### src/sarc_pkg.sv
package sarc_pkg;

    // Register indices; each register is one word at four times its index
    localparam logic [7:0] CTRL_IDX    = 8'hD2;
    localparam logic [7:0] UPPER_IDX   = 8'hD3;
    localparam logic [7:0] LOWER_IDX   = 8'hD4;
    localparam logic [7:0] IRQ_ST_IDX  = 8'hD5;
    localparam logic [7:0] IRQ_MSK_IDX = 8'hD6;

    // Register byte addresses on the APB slave
    localparam logic [9:0] CTRL_OFS    = {CTRL_IDX, 2'h0};
    localparam logic [9:0] UPPER_OFS   = {UPPER_IDX, 2'h0};
    localparam logic [9:0] LOWER_OFS   = {LOWER_IDX, 2'h0};
    localparam logic [9:0] IRQ_ST_OFS  = {IRQ_ST_IDX, 2'h0};
    localparam logic [9:0] IRQ_MSK_OFS = {IRQ_MSK_IDX, 2'h0};

    // Control register fields
    localparam int CH_MSB    = 7;
    localparam int CH_LSB    = 4;
    localparam int EOC_BIT   = 3;
    localparam int SPD_MSB   = 2;
    localparam int SPD_LSB   = 1;
    localparam int START_BIT = 0;

    // Reset values
    localparam logic [7:0] CTRL_RST   = 8'h00;
    localparam logic [9:0] RESULT_RST = 10'h000;
    localparam logic [9:0] MID_SCALE  = 10'h200;

    // Conversion timing in conversion clocks
    localparam int CLKS_PER_BIT = 4;
    localparam int SETUP_CLKS   = 10;
    localparam int RES_BITS     = 10;
    localparam int TOTAL_CLKS   = CLKS_PER_BIT * RES_BITS + SETUP_CLKS;

    // Conversion clock divisor for each speed code, in sys_clk cycles
    localparam logic [4:0] DIV_SPD0 = 5'h10;
    localparam logic [4:0] DIV_SPD1 = 5'h08;
    localparam logic [4:0] DIV_SPD2 = 5'h04;
    localparam logic [4:0] DIV_SPD3 = 5'h01;

    typedef enum logic [2:0] {
        SARC_IDLE  = 3'b001,
        SARC_SETUP = 3'b010,
        SARC_STEP  = 3'b100
    } sarc_state_t;

    // Request toward the analog front end
    typedef struct packed {
        logic [3:0] channel;
        logic [9:0] trial;
        logic       sample;
    } sarc_analog_t;

    // APB request bundle
    typedef struct packed {
        logic       psel;
        logic       penable;
        logic       pwrite;
        logic [9:0] paddr;
        logic [31:0] pwdata;
    } sarc_apb_req_t;

endpackage

### src/sarc_ctrl.sv
`timescale 1ns/1ps
`default_nettype none

// Operation
// Control bits 7..4 choose one of sixteen analog inputs.
// Writing one to control bit 0 starts a conversion.
// Each conversion starts with the approximation register at 200H.
// One result bit is resolved per step, ten steps in all.
// Only the selected channel is converted in one conversion.
// End of conversion sets the flag in control bit 3.
// Result is loaded, then the block idles until the next start.
// A new conversion overwrites the stored result.
// Control bits 2..1 select the conversion clock speed.
// Control register is read/write at address D2H.
// The first decision compares against the half-supply tap.
// A rewritten channel field applies to the next conversion.
// Four clocks per bit plus ten set-up clocks, fifty in total.
// Result is split into eight upper and two lower bits.
// Starting a conversion clears the end-of-conversion flag.
module sarc_ctrl
(
    // Clock and reset
    input  wire logic        sys_clk,
    input  wire logic        reset_n,
    // APB slave
    input  wire logic        psel,
    input  wire logic        penable,
    input  wire logic        pwrite,
    input  wire logic [9:0]  paddr,
    input  wire logic [31:0] pwdata,
    output var  logic [31:0] prdata,
    output var  logic        pready,
    output var  logic        pslverr,
    // Analog front end
    input  wire logic        comp_high,
    output var  logic [3:0]  analog_input_channels,
    output var  logic [9:0]  dac_trial,
    output var  logic        conv_active,
    // Interrupt
    output var  logic        irq
);

    sarc_pkg::sarc_state_t state;
    logic [7:0] converter_control;
    logic [9:0] sar;
    logic [9:0] conversion_result;
    logic [3:0] bit_idx;
    logic [1:0] sub_clk;
    logic [3:0] setup_cnt;
    logic [3:0] conv_channel;
    logic [4:0] div_count;
    logic       conv_tick;
    logic       irq_status;
    logic       irq_mask;
    logic       done_evt;
    logic       wr_en;
    logic       rd_en;
    logic       start_req;

    // Address decode used only for pslverr; read and write paths compare paddr directly
    function automatic logic addr_known(input logic [9:0] a);
        addr_known = (a == sarc_pkg::CTRL_OFS) || (a == sarc_pkg::UPPER_OFS)
            || (a == sarc_pkg::LOWER_OFS) || (a == sarc_pkg::IRQ_ST_OFS)
            || (a == sarc_pkg::IRQ_MSK_OFS);
    endfunction

    // One wait cycle; a write lands only on the edge that completes it
    assign wr_en = psel && penable && pwrite && pready;
    assign rd_en = psel && penable && !pwrite && !pready;
    assign start_req = wr_en && (paddr == sarc_pkg::CTRL_OFS)
        && pwdata[sarc_pkg::START_BIT];

    // Speed code to divisor
    always_comb
    begin
        case (converter_control[sarc_pkg::SPD_MSB:sarc_pkg::SPD_LSB])
            2'b00:   div_count = sarc_pkg::DIV_SPD0;
            2'b01:   div_count = sarc_pkg::DIV_SPD1;
            2'b10:   div_count = sarc_pkg::DIV_SPD2;
            default: div_count = sarc_pkg::DIV_SPD3;
        endcase
    end

    sarc_tick u_tick
    (
        .sys_clk   (sys_clk),
        .reset_n   (reset_n),
        .run       (state != sarc_pkg::SARC_IDLE),
        .div_count (div_count),
        .tick      (conv_tick)
    );

    // APB handshake: pready pulses one cycle into the access phase
    always_ff @(posedge sys_clk or negedge reset_n)
    begin
        if (!reset_n)
        begin
            pready  <= 1'b0;
            pslverr <= 1'b0;
            prdata  <= 32'h0000_0000;
        end
        else
        begin
            pready  <= psel && penable && !pready;
            pslverr <= psel && penable && !pready && !addr_known(paddr);
            if (rd_en)
            begin
                if (paddr == sarc_pkg::CTRL_OFS)
                    prdata <= {24'h000000, converter_control};
                else if (paddr == sarc_pkg::UPPER_OFS)
                    prdata <= {24'h000000, conversion_result[9:2]};
                else if (paddr == sarc_pkg::LOWER_OFS)
                    prdata <= {30'h00000000, conversion_result[1:0]};
                else if (paddr == sarc_pkg::IRQ_ST_OFS)
                    prdata <= {31'h00000000, irq_status};
                else if (paddr == sarc_pkg::IRQ_MSK_OFS)
                    prdata <= {31'h00000000, irq_mask};
                else
                    prdata <= 32'h0000_0000;
            end
        end
    end

    // Control register; start bit reads back high while busy
    always_ff @(posedge sys_clk or negedge reset_n)
    begin
        if (!reset_n)
            converter_control <= sarc_pkg::CTRL_RST;
        else
        begin
            if (wr_en && paddr == sarc_pkg::CTRL_OFS)
            begin
                converter_control[sarc_pkg::CH_MSB:sarc_pkg::CH_LSB]
                    <= pwdata[7:4];
                converter_control[sarc_pkg::SPD_MSB:sarc_pkg::SPD_LSB]
                    <= pwdata[2:1];
            end
            // A start accepted in idle beats a same-cycle completion
            if (start_req && state == sarc_pkg::SARC_IDLE)
            begin
                converter_control[sarc_pkg::EOC_BIT]   <= 1'b0;
                converter_control[sarc_pkg::START_BIT] <= 1'b1;
            end
            else if (done_evt)
            begin
                converter_control[sarc_pkg::EOC_BIT]   <= 1'b1;
                converter_control[sarc_pkg::START_BIT] <= 1'b0;
            end
        end
    end

    // Conversion sequencer; a start while busy is ignored
    always_ff @(posedge sys_clk or negedge reset_n)
    begin
        if (!reset_n)
        begin
            state        <= sarc_pkg::SARC_IDLE;
            sar          <= sarc_pkg::MID_SCALE;
            bit_idx      <= 4'h9;
            sub_clk      <= 2'h0;
            setup_cnt    <= 4'h0;
            conv_channel <= 4'h0;
            done_evt     <= 1'b0;
        end
        else
        begin
            done_evt <= 1'b0;
            case (state)
                sarc_pkg::SARC_IDLE:
                begin
                    if (start_req)
                    begin
                        // Channel latched once: one input per conversion
                        conv_channel <= pwdata[7:4];
                        sar          <= sarc_pkg::MID_SCALE;
                        bit_idx      <= 4'(sarc_pkg::RES_BITS - 1);
                        sub_clk      <= 2'h0;
                        setup_cnt    <= 4'h0;
                        state        <= sarc_pkg::SARC_SETUP;
                    end
                end
                sarc_pkg::SARC_SETUP:
                begin
                    if (conv_tick)
                    begin
                        if (setup_cnt == 4'(sarc_pkg::SETUP_CLKS - 1))
                            state <= sarc_pkg::SARC_STEP;
                        else
                            setup_cnt <= setup_cnt + 4'h1;
                    end
                end
                sarc_pkg::SARC_STEP:
                begin
                    if (conv_tick)
                    begin
                        sub_clk <= sub_clk + 2'h1;
                        // Decide on the last of four clocks per bit
                        if (sub_clk == 2'(sarc_pkg::CLKS_PER_BIT - 1))
                        begin
                            if (!comp_high)
                                sar[bit_idx] <= 1'b0;
                            if (bit_idx == 4'h0)
                            begin
                                state    <= sarc_pkg::SARC_IDLE;
                                done_evt <= 1'b1;
                            end
                            else
                            begin
                                sar[bit_idx - 4'h1] <= 1'b1;
                                bit_idx <= bit_idx - 4'h1;
                            end
                        end
                    end
                end
                default: state <= sarc_pkg::SARC_IDLE;
            endcase
        end
    end

    // Result register; a later conversion overwrites it
    always_ff @(posedge sys_clk or negedge reset_n)
    begin
        if (!reset_n)
            conversion_result <= sarc_pkg::RESULT_RST;
        else if (state == sarc_pkg::SARC_STEP && conv_tick
                 && sub_clk == 2'(sarc_pkg::CLKS_PER_BIT - 1)
                 && bit_idx == 4'h0)
            conversion_result <= {sar[9:1], comp_high};
    end

    // Sticky completion status, write one to clear, set wins
    always_ff @(posedge sys_clk or negedge reset_n)
    begin
        if (!reset_n)
        begin
            irq_status <= 1'b0;
            irq_mask   <= 1'b0;
            irq        <= 1'b0;
        end
        else
        begin
            if (done_evt)
                irq_status <= 1'b1;
            else if (wr_en && paddr == sarc_pkg::IRQ_ST_OFS && pwdata[0])
                irq_status <= 1'b0;
            if (wr_en && paddr == sarc_pkg::IRQ_MSK_OFS)
                irq_mask <= pwdata[0];
            irq <= irq_status && irq_mask;
        end
    end

    // Front-end drive, all registered
    always_ff @(posedge sys_clk or negedge reset_n)
    begin
        if (!reset_n)
        begin
            analog_input_channels <= 4'h0;
            dac_trial             <= sarc_pkg::MID_SCALE;
            conv_active           <= 1'b0;
        end
        else
        begin
            analog_input_channels <= conv_channel;
            dac_trial             <= sar;
            conv_active           <= state != sarc_pkg::SARC_IDLE;
        end
    end

    // Conversion length in conversion ticks
    logic [6:0] tick_cnt;
    always_ff @(posedge sys_clk or negedge reset_n)
    begin
        if (!reset_n)
            tick_cnt <= 7'h00;
        else if (state == sarc_pkg::SARC_IDLE)
            tick_cnt <= 7'h00;
        else if (conv_tick)
            tick_cnt <= tick_cnt + 7'h01;
    end
endmodule

`default_nettype wire

### src/sarc_tick.sv
`timescale 1ns/1ps
`default_nettype none

// Conversion clock divider; one pulse every div_count sys_clk cycles
module sarc_tick
(
    // Clock and reset
    input  wire logic       sys_clk,
    input  wire logic       reset_n,
    // Control
    input  wire logic       run,
    input  wire logic [4:0] div_count,
    // Output
    output var  logic       tick
);

    logic [4:0] count;

    // Restart on every new conversion so the first step has a full period
    always_ff @(posedge sys_clk or negedge reset_n)
    begin
        if (!reset_n)
        begin
            count <= 5'h00;
            tick  <= 1'b0;
        end
        else if (!run)
        begin
            count <= 5'h00;
            tick  <= 1'b0;
        end
        else if (count + 5'h01 >= div_count)
        begin
            count <= 5'h00;
            tick  <= 1'b1;
        end
        else
        begin
            count <= count + 5'h01;
            tick  <= 1'b0;
        end
    end

endmodule

`default_nettype wire

### config.mk
export PLATFORM = sky130hd
export DESIGN_NAME = sarc_ctrl
export DESIGN_NICKNAME = d
export VERILOG_FILES = /design/src/sarc_pkg.sv /design/src/sarc_ctrl.sv /design/src/sarc_tick.sv
export SDC_FILE = /design/constraint.sdc
export NUM_CORES = 1
export LEC_CHECK = 0
export BUFFER_PORTS_ARGS = -buffer_cell sky130_fd_sc_hd__buf_4
export CAP_MARGIN = 20
export CORE_MARGIN = 3
export CORE_UTILIZATION = 50
export CTS_CLUSTER_SIZE = 16
export DETAILED_ROUTE_END_ITERATION = 7
export GPL_TIMING_DRIVEN = 0
export PLACE_DENSITY_LB_ADDON = 0.25
export SYNTH_ARGS = -nofsm -noshare
export SYNTH_HDL_FRONTEND = slang
export SYNTH_SLANG_ARGS = --single-unit
### constraint.sdc
create_clock -name sys_clk -period 4.5 [get_ports sys_clk]
set_input_delay 1.125 -clock sys_clk [delete_from_list [all_inputs] [get_ports sys_clk]]
set_output_delay 1.125 -clock sys_clk [all_outputs]
set_load 0.01 [all_outputs]
# After elaboration in Yosys (flattened, before gate mapping)
# Cells that the tools add are included.
# totals
register_bits	104
latchBits	0
romBits	0
out_inout_bits	50
ram_bits	0
word_cells	144
input_bits	48
mem_count	0
# classes
div_mod_pow	0
bitwise_logic	3
n_addsub	4
n_eq_ne	21
mux	52
shifts	0
magnitude_cmp	5
n_reduce_logical	38
multipliers	0
# ops
operator	count
10-bit two-way mux	8
10-bit equality test (second input constant)	5
4-bit two-way mux	7
10-bit case mux with 2 select lines	1
1-bit logical AND	19
3-bit two-way mux	6
1-bit two-way mux	16
8-bit two-way mux	2
4-bit case mux with 2 select lines	2
5-bit case mux with 3 select lines	1
10-bit AND	1
4-bit by 5-bit < comparator with 1-bit output (second input constant)	2
5-bit two-way mux	2
10-bit inverter	1
10-bit OR	1
3-bit case mux with 3 select lines	1
1-bit demux with 4-bit select	2
4-bit by 1-bit >= comparator with 1-bit output (second input constant)	2
2-bit by 1-bit inequality test with 1-bit output (second input constant)	4
2-bit inequality test (second input constant)	4
4-bit AND reduction	2
2-bit nonzero test	4
2-bit two-way mux	3
6-bit AND reduction	1
20 further kinds	26

# Depth between registers and ports, before layout
# Gate-level depths: netlist (run 1).
# depth
ltp_word	15
depth_mapped	8

# Hierarchy
# Synthesis (run 1) repeated with hierarchy kept, for this count alone.
# hier_totals
hier_cells	352
area_unflattened_um2	3950.0
# by_module_without_submodules
module	area_each_um2	cells_per_inst	instances
sarc_ctrl	3567.2	316	1
sarc_tick	382.9	36	1

# Worst setup path before layout (run 1)
# Ideal clock, no wire load.
# synth_path
path_kind	input port to flip-flop
startpoint	in paddr[7]
endpoint	reg converter_control[1]
slack_ns	1.427
stages	6
path_buffers	2
arrival_ns	2.948
setup_time_ns	0.125
cell_sequence	or4b_4 > or2_1 > buf_6 > or4_4 > buf_6 > mux2_4
# synth_via
elab_chain_len	2
# synth_rtl
item	line_no	source
start: declaration	sarc_ctrl.sv:29	input wire logic [9:0] paddr,
10-bit equality test	sarc_ctrl.sv:131	if (wr_en && paddr == sarc_pkg::CTRL_OFS)
1-bit logical AND	sarc_ctrl.sv:131	
end signal: assignment	sarc_ctrl.sv:128	converter_control <= sarc_pkg::CTRL_RST;
end: declaration	sarc_ctrl.sv:44	logic [7:0] converter_control;
# Every way passes these cells.
# A chain may end at the register's enable or synchronous reset.

# Final worst setup path (run 1)
# layout_path
startpoint	in paddr[7]
endpoint	reg converter_control[7]
# The elaborated chain is that of the path after synthesis.

==> qor.tcl, run 1 <==
set qor(grtUsageTotal) 0.202
set qor(timing.critical_path.from_type) {primary input}
set qor(run_status) {complete, no violations}
set qor(drt_iter0_drc) 133
set qor(synth_top_cell_by_area) {sky130_fd_sc_hd__dfrtp_1}
set qor(finalMaxSlewViolations) 0
set qor(critPathCaptureType) {flip-flop}
set qor(cts_buffers) 9
set qor(worstReg2RegStart) {bit_idx[1]}
set qor(worst_setup_path_startpoint) {paddr[7]}
set qor(dpl_cell_area_mm2) 0.00448
set qor(drv.max_cap_violation_count) 0
set qor(cp_max_fanout) 10
set qor(setup_violations) 0
set qor(post_cts.repair.setup_buffers) 0
set qor(ys_types) 59
set qor(clockBufferDepth) 2
set qor(drt_drc_violations_left) 0
set qor(r2r_setup_slack_ns) 1.72
set qor(path_cells) {buf_4 > or4b_4 > or2_1 > buf_6 > or4_4 > buf_6 > mux2_4}
set qor(number_of_placement_rows) 31
set qor(number_of_nets_still_failing_antenna_checks_after_routing) 0
set qor(place.gp.congestion) 0.886
set qor(ctsResizeCount) 0
set qor(syn_to_final_growth_pct) 20.2
set qor(p_leak_nw) 2.28
set qor(avgRoutedWirePerCell_um) 15.6
set qor(critical-path-max-stage-delay_ns) 0.55
set qor(buffer_ports.inserted) 47
set qor(core_footprint_mm2) 0.00741
set qor(critical_path_buf_inv_count) 3
set qor(num_antenna_cells) 0
set qor(data_arrival_time_of_the_worst_path_ns) 3.13
set qor(post_synth_edffs) 0
set qor(yosys.cell_count.top_type) {sky130_fd_sc_hd__dfrtp_1}
set qor(totalNegativeSetupSlack_ns) 0
set qor(critical_path.reg2reg.endpoint) {conversion_result[4]}
set qor(die_area_mm2) 0.00894
set qor(number_of_synthesized_register_bits) 80
set qor(r2r.worst_path.cells) 7
set qor(cp_data_required_time_ns) 4.73
set qor(cts.htree.levels) 3
set qor(die_y_um) 94.5
set qor(drive_gt1_frac) 0.283
set qor(timing.fmax_mhz) 346
set qor(wire_length_of_the_first_global_routing_pass_um) 14000
set qor(average_instance_area_after_synthesis_um2) 11.0
set qor(p_per_area_mw_per_mm2) 295
set qor(synthTopCellsByCount) {sky130_fd_sc_hd__dfrtp_1 (75), sky130_fd_sc_hd__nand2_1 (29), sky130_fd_sc_hd__buf_4 (24)}
set qor(timing.critical_path.slowest_stage_cell) {sky130_fd_sc_hd__or4b_4}
set qor(worst_margin_slew_ns) 0.984
set qor(hpwlAfterDp_um) 6100
set qor(crit_end) {converter_control[7]}
set qor(finalNetCount) 498
set qor(clock-sinks) 80
set qor(top_cells_by_area_in_the_synthesized_netlist) {sky130_fd_sc_hd__dfrtp_1 (48%), sky130_fd_sc_hd__buf_4 (4.6%), sky130_fd_sc_hd__ha_1 (4.5%), sky130_fd_sc_hd__mux2_2 (4.0%), sky130_fd_sc_hd__dfstp_2 (3.4%)}
set qor(synth_warnings) 0
set qor(async_flop_share) 1.00
set qor(period_needed_ns) 2.89
set qor(syn_area_mm2) 0.00392
set qor(slew_headroom) 0.344
set qor(final_hold_viol_count) 0
set qor(synth_top_cell_area_share) 0.479
set qor(postLayoutSetupSlackWorst_ns) 1.61
set qor(route.vias.total) 2848
set qor(antenna_violations_before_repair) 0
set qor(horizontal_die_dimension_um) 94.5
set qor(min_path_type) {reg2reg}
set qor(critical_path_cell_count) 7
set qor(dr.pass1.iters) 4
set qor(start_util) 0.529
set qor(cts_root_buf) {sky130_fd_sc_hd__clkbuf_8}
set qor(grt_setup_unrepaired) {false}
set qor(critical-path-top-delay-family) {simple AND/OR/NAND/NOR gates}
set qor(timing.setup.critical_path_class) {in2reg}
set qor(fin_skew_ns) 0.0111
set qor(number_of_global_route_vias_before_repair) 2913
set qor(io-pin-count) 98
set qor(ctsHoldBuffers) 0
set qor(cts_tree) {done}
set qor(route.detailed.vias_per_inst) 5.27
set qor(largest_net_degree_at_the_start_of_global_routing) 81
set qor(grt_remaining_overflow) 0
set qor(utilization_of_the_core_after_routing) 0.636
set qor(seq_area_frac_synth) 0.512
set qor(dp_slack_ns) 1.24
set qor(max_ir_drop_vdd_v) 0.000208
set qor(clk_transition_reported_paths_ns) 0.09
set qor(finalCritPeriodShare) 0.643
set qor(routed_wl_um) 8420
set qor(finish.instance_area_mm2) 0.00471
set qor(dominantRegCellSynth) {sky130_fd_sc_hd__dfrtp_1}
set qor(clock_latency_on_the_worst_skew_pair_ns) 0.35
set qor(synthesis.instances) 355
set qor(crit_top_cell) {sky130_fd_sc_hd__buf_6}
-- registers in the layout, indices dropped and copies added (netlist names) --
signal	flops
state	3
irq_status	1
converter_control	8
irq_mask	1
bit_idx	4
dac_trial	10
conv_active	1
setup_cnt	4
pslverr	1
u_tick.count	5
analog_input_channels	4
done_evt	1
u_tick.tick	1
conv_channel	4
prdata	8
irq	1
conversion_result	10
sub_clk	2
pready	1
sar	10
-- per-layer routing --
layer | up-vias | global-route usage | part of all wire
met4 | 0 | 0.0649 | 0.012
met1 | 1370 | 0.261 | 0.46
li1 | 1379 | - | -
met5 | - | 0 | 0
met2 | 89 | 0.328 | 0.47
met3 | 10 | 0.0598 | 0.063
-- through the flow --
stage / cells / total power [mW] / hold WS, ns
2_1_floorplan: 378 / 0.772 / 0.349
3_3_place_gp: 524 / 0.806 / 0.353
3_5_place_dp: 524 / 0.808 / 0.357
4_1_cts: 540 / 1.40 / 0.378
5_1_grt: 540 / 1.44 / 0.388
6_report: 540 / 1.39 / 0.377
-- kinds of logic after synthesis --
logic type / count (synthesis) / share of synthesized area
adders and majority gates: 14 / 0.0447
AOI/OAI and AO/OA: 70 / 0.123
and+or+nand+nor: 109 / 0.151
DFF: 80 / 0.512
buffers and inverters: 48 / 0.0731
xor gates and xnor gates: 5 / 0.0112
other: 1 / 0.000957
muxes: 28 / 0.0837
-- how the worst min path moves through the flow --
stage / cells past startpoint / from / end / slack [ns]
2_1_floorplan: 0 / conv_channel[0] / analog_input_channels[0] / 0.35
3_3_place_gp: 0 / conv_channel[0] / analog_input_channels[0] / 0.35
3_5_place_dp: 0 / conv_channel[0] / analog_input_channels[0] / 0.36
4_1_cts: 0 / conv_channel[3] / analog_input_channels[3] / 0.38
5_1_grt: 0 / sar[9] / dac_trial[9] / 0.39
6_report: 0 / conv_channel[2] / analog_input_channels[2] / 0.38
-- power breakdown --
part	internal (mW)	total [mW]	switching, mW
Sequential	0.720	0.721	0.000910
Combinational	0.0327	0.0727	0.0400
Clock	0.329	0.595	0.266
Total	1.08	1.39	0.307
-- cells in the final DEF, fill, tap and decap left out, types with 5 or more instances in the layout --
cell	instances
sky130_fd_sc_hd__mux2_2	14
sky130_fd_sc_hd__mux2_4	6
sky130_fd_sc_hd__inv_1	11
sky130_fd_sc_hd__nand4_1	6
sky130_fd_sc_hd__and2_1	5
sky130_fd_sc_hd__nor2_1	19
sky130_fd_sc_hd__clkbuf_1	9
sky130_fd_sc_hd__a31oi_1	5
sky130_fd_sc_hd__clkbuf_8	10
sky130_fd_sc_hd__ha_1	14
sky130_fd_sc_hd__conb_1	24
sky130_fd_sc_hd__mux2i_1	8
sky130_fd_sc_hd__o21ai_0	23
sky130_fd_sc_hd__dfstp_2	5
sky130_fd_sc_hd__nor3_1	6
sky130_fd_sc_hd__nand3_1	7
sky130_fd_sc_hd__nor2b_1	5
sky130_fd_sc_hd__dfrtp_1	75
sky130_fd_sc_hd__buf_4	71
sky130_fd_sc_hd__a21oi_1	8
sky130_fd_sc_hd__nand2_1	29
-- area by class of cell --
class	instances	area (um^2)
fill	592	2700
sequential	80	2010
multi-input combinational	250	1710
timing repair buffer	47	353
buffer	37	245
clock buffer	10	138
tap	99	124
clock inverter	6	92.6
inverter	11	41.3
No activity file was read; power rests on OpenSTA's default activity.
==> inputs of run 2 (changes only) <==
CORE_UTILIZATION = 48   (was 50)
clock period = 2.5 ns   (was 4.5 ns; I/O delays follow)
==> qor.tcl, run 2 (synthesis gave the netlist of run 1 again) <==
set qor(timing.critical_path.from_type) {flip-flop} ;# was primary input
set qor(route.vias.total) 2843 ;# was 2848
set qor(stdcell_count) 542 ;# was 540
set qor(finish.instance_area_mm2) 0.00474 ;# was 0.00471 mm^2
set qor(p_leak_nw) 2.30 ;# was 2.28 nW
set qor(largest_net_degree_at_the_start_of_global_routing) 81 ;# unchanged
set qor(clk_transition_reported_paths_ns) 0.09 ;# about the same
set qor(wire_length_of_the_first_global_routing_pass_um) 13400 ;# was 14000 um
set qor(share_comb_of_total_power) 0.056 ;# was 0.052
set qor(clock_latency_on_the_worst_skew_pair_ns) 0.36 ;# was 0.35 ns
set qor(dr.pass1.iters) 4 ;# unchanged
set qor(number_of_nets_still_failing_antenna_checks_after_routing) 0 ;# unchanged
set qor(max_ir_drop_vdd_v) 0.000223 ;# was 0.000208 V
set qor(cp_max_fanout) 10 ;# unchanged
set qor(routed_wl_um) 8310 ;# was 8420 um
set qor(data_arrival_time_of_the_worst_path_ns) 2.63 ;# was 3.13 ns
set qor(dpl_cell_area_mm2) 0.00449 ;# was 0.00448 mm^2
set qor(buffer_ports.inserted) 47 ;# unchanged
set qor(period_needed_ns) 2.39
set qor(setup_violations) 0 ;# unchanged
set qor(grtUsageTotal) 0.188 ;# was 0.202
set qor(layout.cells.most_common_list) {sky130_fd_sc_hd__dfrtp_1 (75), sky130_fd_sc_hd__buf_4 (71), sky130_fd_sc_hd__nand2_1 (29)} ;# unchanged
set qor(drv.max_cap_violation_count) 0 ;# unchanged
set qor(clock-sinks) 80 ;# unchanged
set qor(finalMaxSlewViolations) 0 ;# unchanged
set qor(cts_tree) {done} ;# unchanged
set qor(power.share.clock) 0.414 ;# was 0.429
set qor(totalNegativeSetupSlack_ns) 0 ;# unchanged
set qor(final_common_cell) {sky130_fd_sc_hd__dfrtp_1} ;# unchanged
set qor(num_antenna_cells) 0 ;# unchanged
set qor(io-pin-count) 98 ;# unchanged
set qor(top_regs) {conversion_result x10, dac_trial x10, sar x10} ;# unchanged
set qor(worst_margin_slew_ns) 0.669 ;# was 0.984 ns
set qor(die_y_um) 96.4 ;# was 94.5 um
set qor(drt_iter0_drc) 167 ;# was 133
set qor(net-switching-power_uw) 583 ;# was 307 uW
set qor(p_int_mw) 1.86 ;# was 1.08 mW
set qor(antenna_violations_before_repair) 0 ;# unchanged
set qor(min_path_type) {in2async} ;# was reg2reg
set qor(hpwlAfterDp_um) 5880 ;# was 6100 um
set qor(timing.fmax_mhz) 418
set qor(r2r.worst_path.cells) 6 ;# was 7
set qor(p_per_area_mw_per_mm2) 515 ;# was 295 mW/mm^2
set qor(cp_data_required_time_ns) 2.74 ;# was 4.73 ns
set qor(slew_headroom) 0.548 ;# was 0.344
set qor(timing.setup.critical_path_class) {reg2reg} ;# was in2reg
set qor(share_of_power_burned_in_registers) 0.531 ;# was 0.519
set qor(run_status) {complete, no violations} ;# unchanged
set qor(dpl.cell_count) 527 ;# was 524
set qor(final.fill_count) 642 ;# was 592
set qor(route.detailed.vias_per_inst) 5.25 ;# was 5.27
set qor(die_area_mm2) 0.00928 ;# was 0.00894 mm^2
set qor(ctsHoldBuffers) 0 ;# unchanged
set qor(fin_skew_ns) 0.0180 ;# was 0.0111 ns
set qor(grt_remaining_overflow) 0 ;# unchanged
set qor(drive_gt1_frac) 0.298 ;# was 0.283
set qor(critPathCaptureType) {flip-flop} ;# unchanged
set qor(hold_ws_ns) 0.0619 ;# was 0.377 ns
set qor(avgRoutedWirePerCell_um) 15.3 ;# was 15.6 um
set qor(horizontal_die_dimension_um) 96.4 ;# was 94.5 um
set qor(syn_to_final_growth_pct) 21.1 ;# was 20.2%
set qor(cts_buffers) 9 ;# unchanged
set qor(switching_share_of_power) 0.239 ;# was 0.221
set qor(finalCritPeriodShare) 0.956
set qor(start_util) 0.502 ;# was 0.529
set qor(grt_setup_unrepaired) {false} ;# unchanged
set qor(core_footprint_mm2) 0.00781 ;# was 0.00741 mm^2
set qor(final_hold_viol_count) 0 ;# unchanged
set qor(number_of_global_route_vias_before_repair) 2748 ;# was 2913
set qor(cts_root_buf) {sky130_fd_sc_hd__clkbuf_8} ;# unchanged
set qor(drt_drc_violations_left) 0 ;# unchanged
set qor(post_cts.repair.setup_buffers) 0 ;# unchanged
set qor(finalNetCount) 497 ;# was 498
set qor(cts.htree.levels) 3 ;# unchanged
set qor(place.gp.congestion) 0.883 ;# was 0.886
set qor(clockBufferDepth) 2 ;# unchanged
set qor(number_of_placement_rows) 32 ;# was 31
[run 2: per-layer routing]
metal	wire length [um]	global-route usage
met4	141	0.0736
met5	0	0
met2	3870	0.289
met1	3920	0.265
met3	381	0.0328
[run 2: area by class of cell]
class	count	area, um^2	share of cell area
clock inverter	6	73.8	0.0156
multi-input combinational	250	1730	0.366
buffer	35	241	0.0509
inverter	11	41.3	0.00870
clock buffer	10	138	0.0290
timing repair buffer	48	380	0.0802
sequential	80	2010	0.423
tap	102	128	0.0269
[run 2: what timing repair did]
| action | CTS | global route |
|---|---|---|
| endpoints found under the setup margin | 21 | 22 |
| gates resized for setup | 3 | 5 |
| hold endpoints to repair | 0 | 0 |
| gates cloned | 0 | 0 |
[run 2: power groups by stage]
| stage | clock (mW) | combinational, mW | sequential [mW] |
|---|---|---|---|
| floorplan | 0 | 0.0655 | 1.32 |
| global placement | 0 | 0.129 | 1.32 |
| detailed placement | 0 | 0.130 | 1.32 |
| CTS | 1.03 | 0.130 | 1.30 |
| global route | 1.08 | 0.152 | 1.30 |
| finish | 1.01 | 0.136 | 1.30 |
[run 2: final timing paths]
kind	start	to	slack, ns
max reg2reg	bit_idx[1]	conversion_result[1]	0.11
min in group sys_clk	sar[9]	dac_trial[9]	0.36
max	bit_idx[1]	conversion_result[1]	0.11
min reg2reg	sar[9]	dac_trial[9]	0.36
min	reset_n	conv_active	0.06
max in group asynchronous	reset_n	sar[9]	1.82
[run 2: worst max-delay path, cell delays in order (launching register included)]
cell and delay [ns]:
sky130_fd_sc_hd__dfrtp_1 0.46, sky130_fd_sc_hd__inv_1 0.13, sky130_fd_sc_hd__ha_2 0.29, sky130_fd_sc_hd__or3b_2 0.52
sky130_fd_sc_hd__nor3_4 0.26, sky130_fd_sc_hd__clkbuf_4 0.27, sky130_fd_sc_hd__mux2_2 0.34
[run 2: through the flow]
step	setup WS (ns)	util	power, mW
after floorplan	-0.0734	-	1.39
after global placement	-0.293	0.575	1.45
after detailed placement	-0.288	0.575	1.45
after CTS	0.0160	0.603	2.46
after global routing	0.00106	0.608	2.53
final	0.110	0.608	2.44
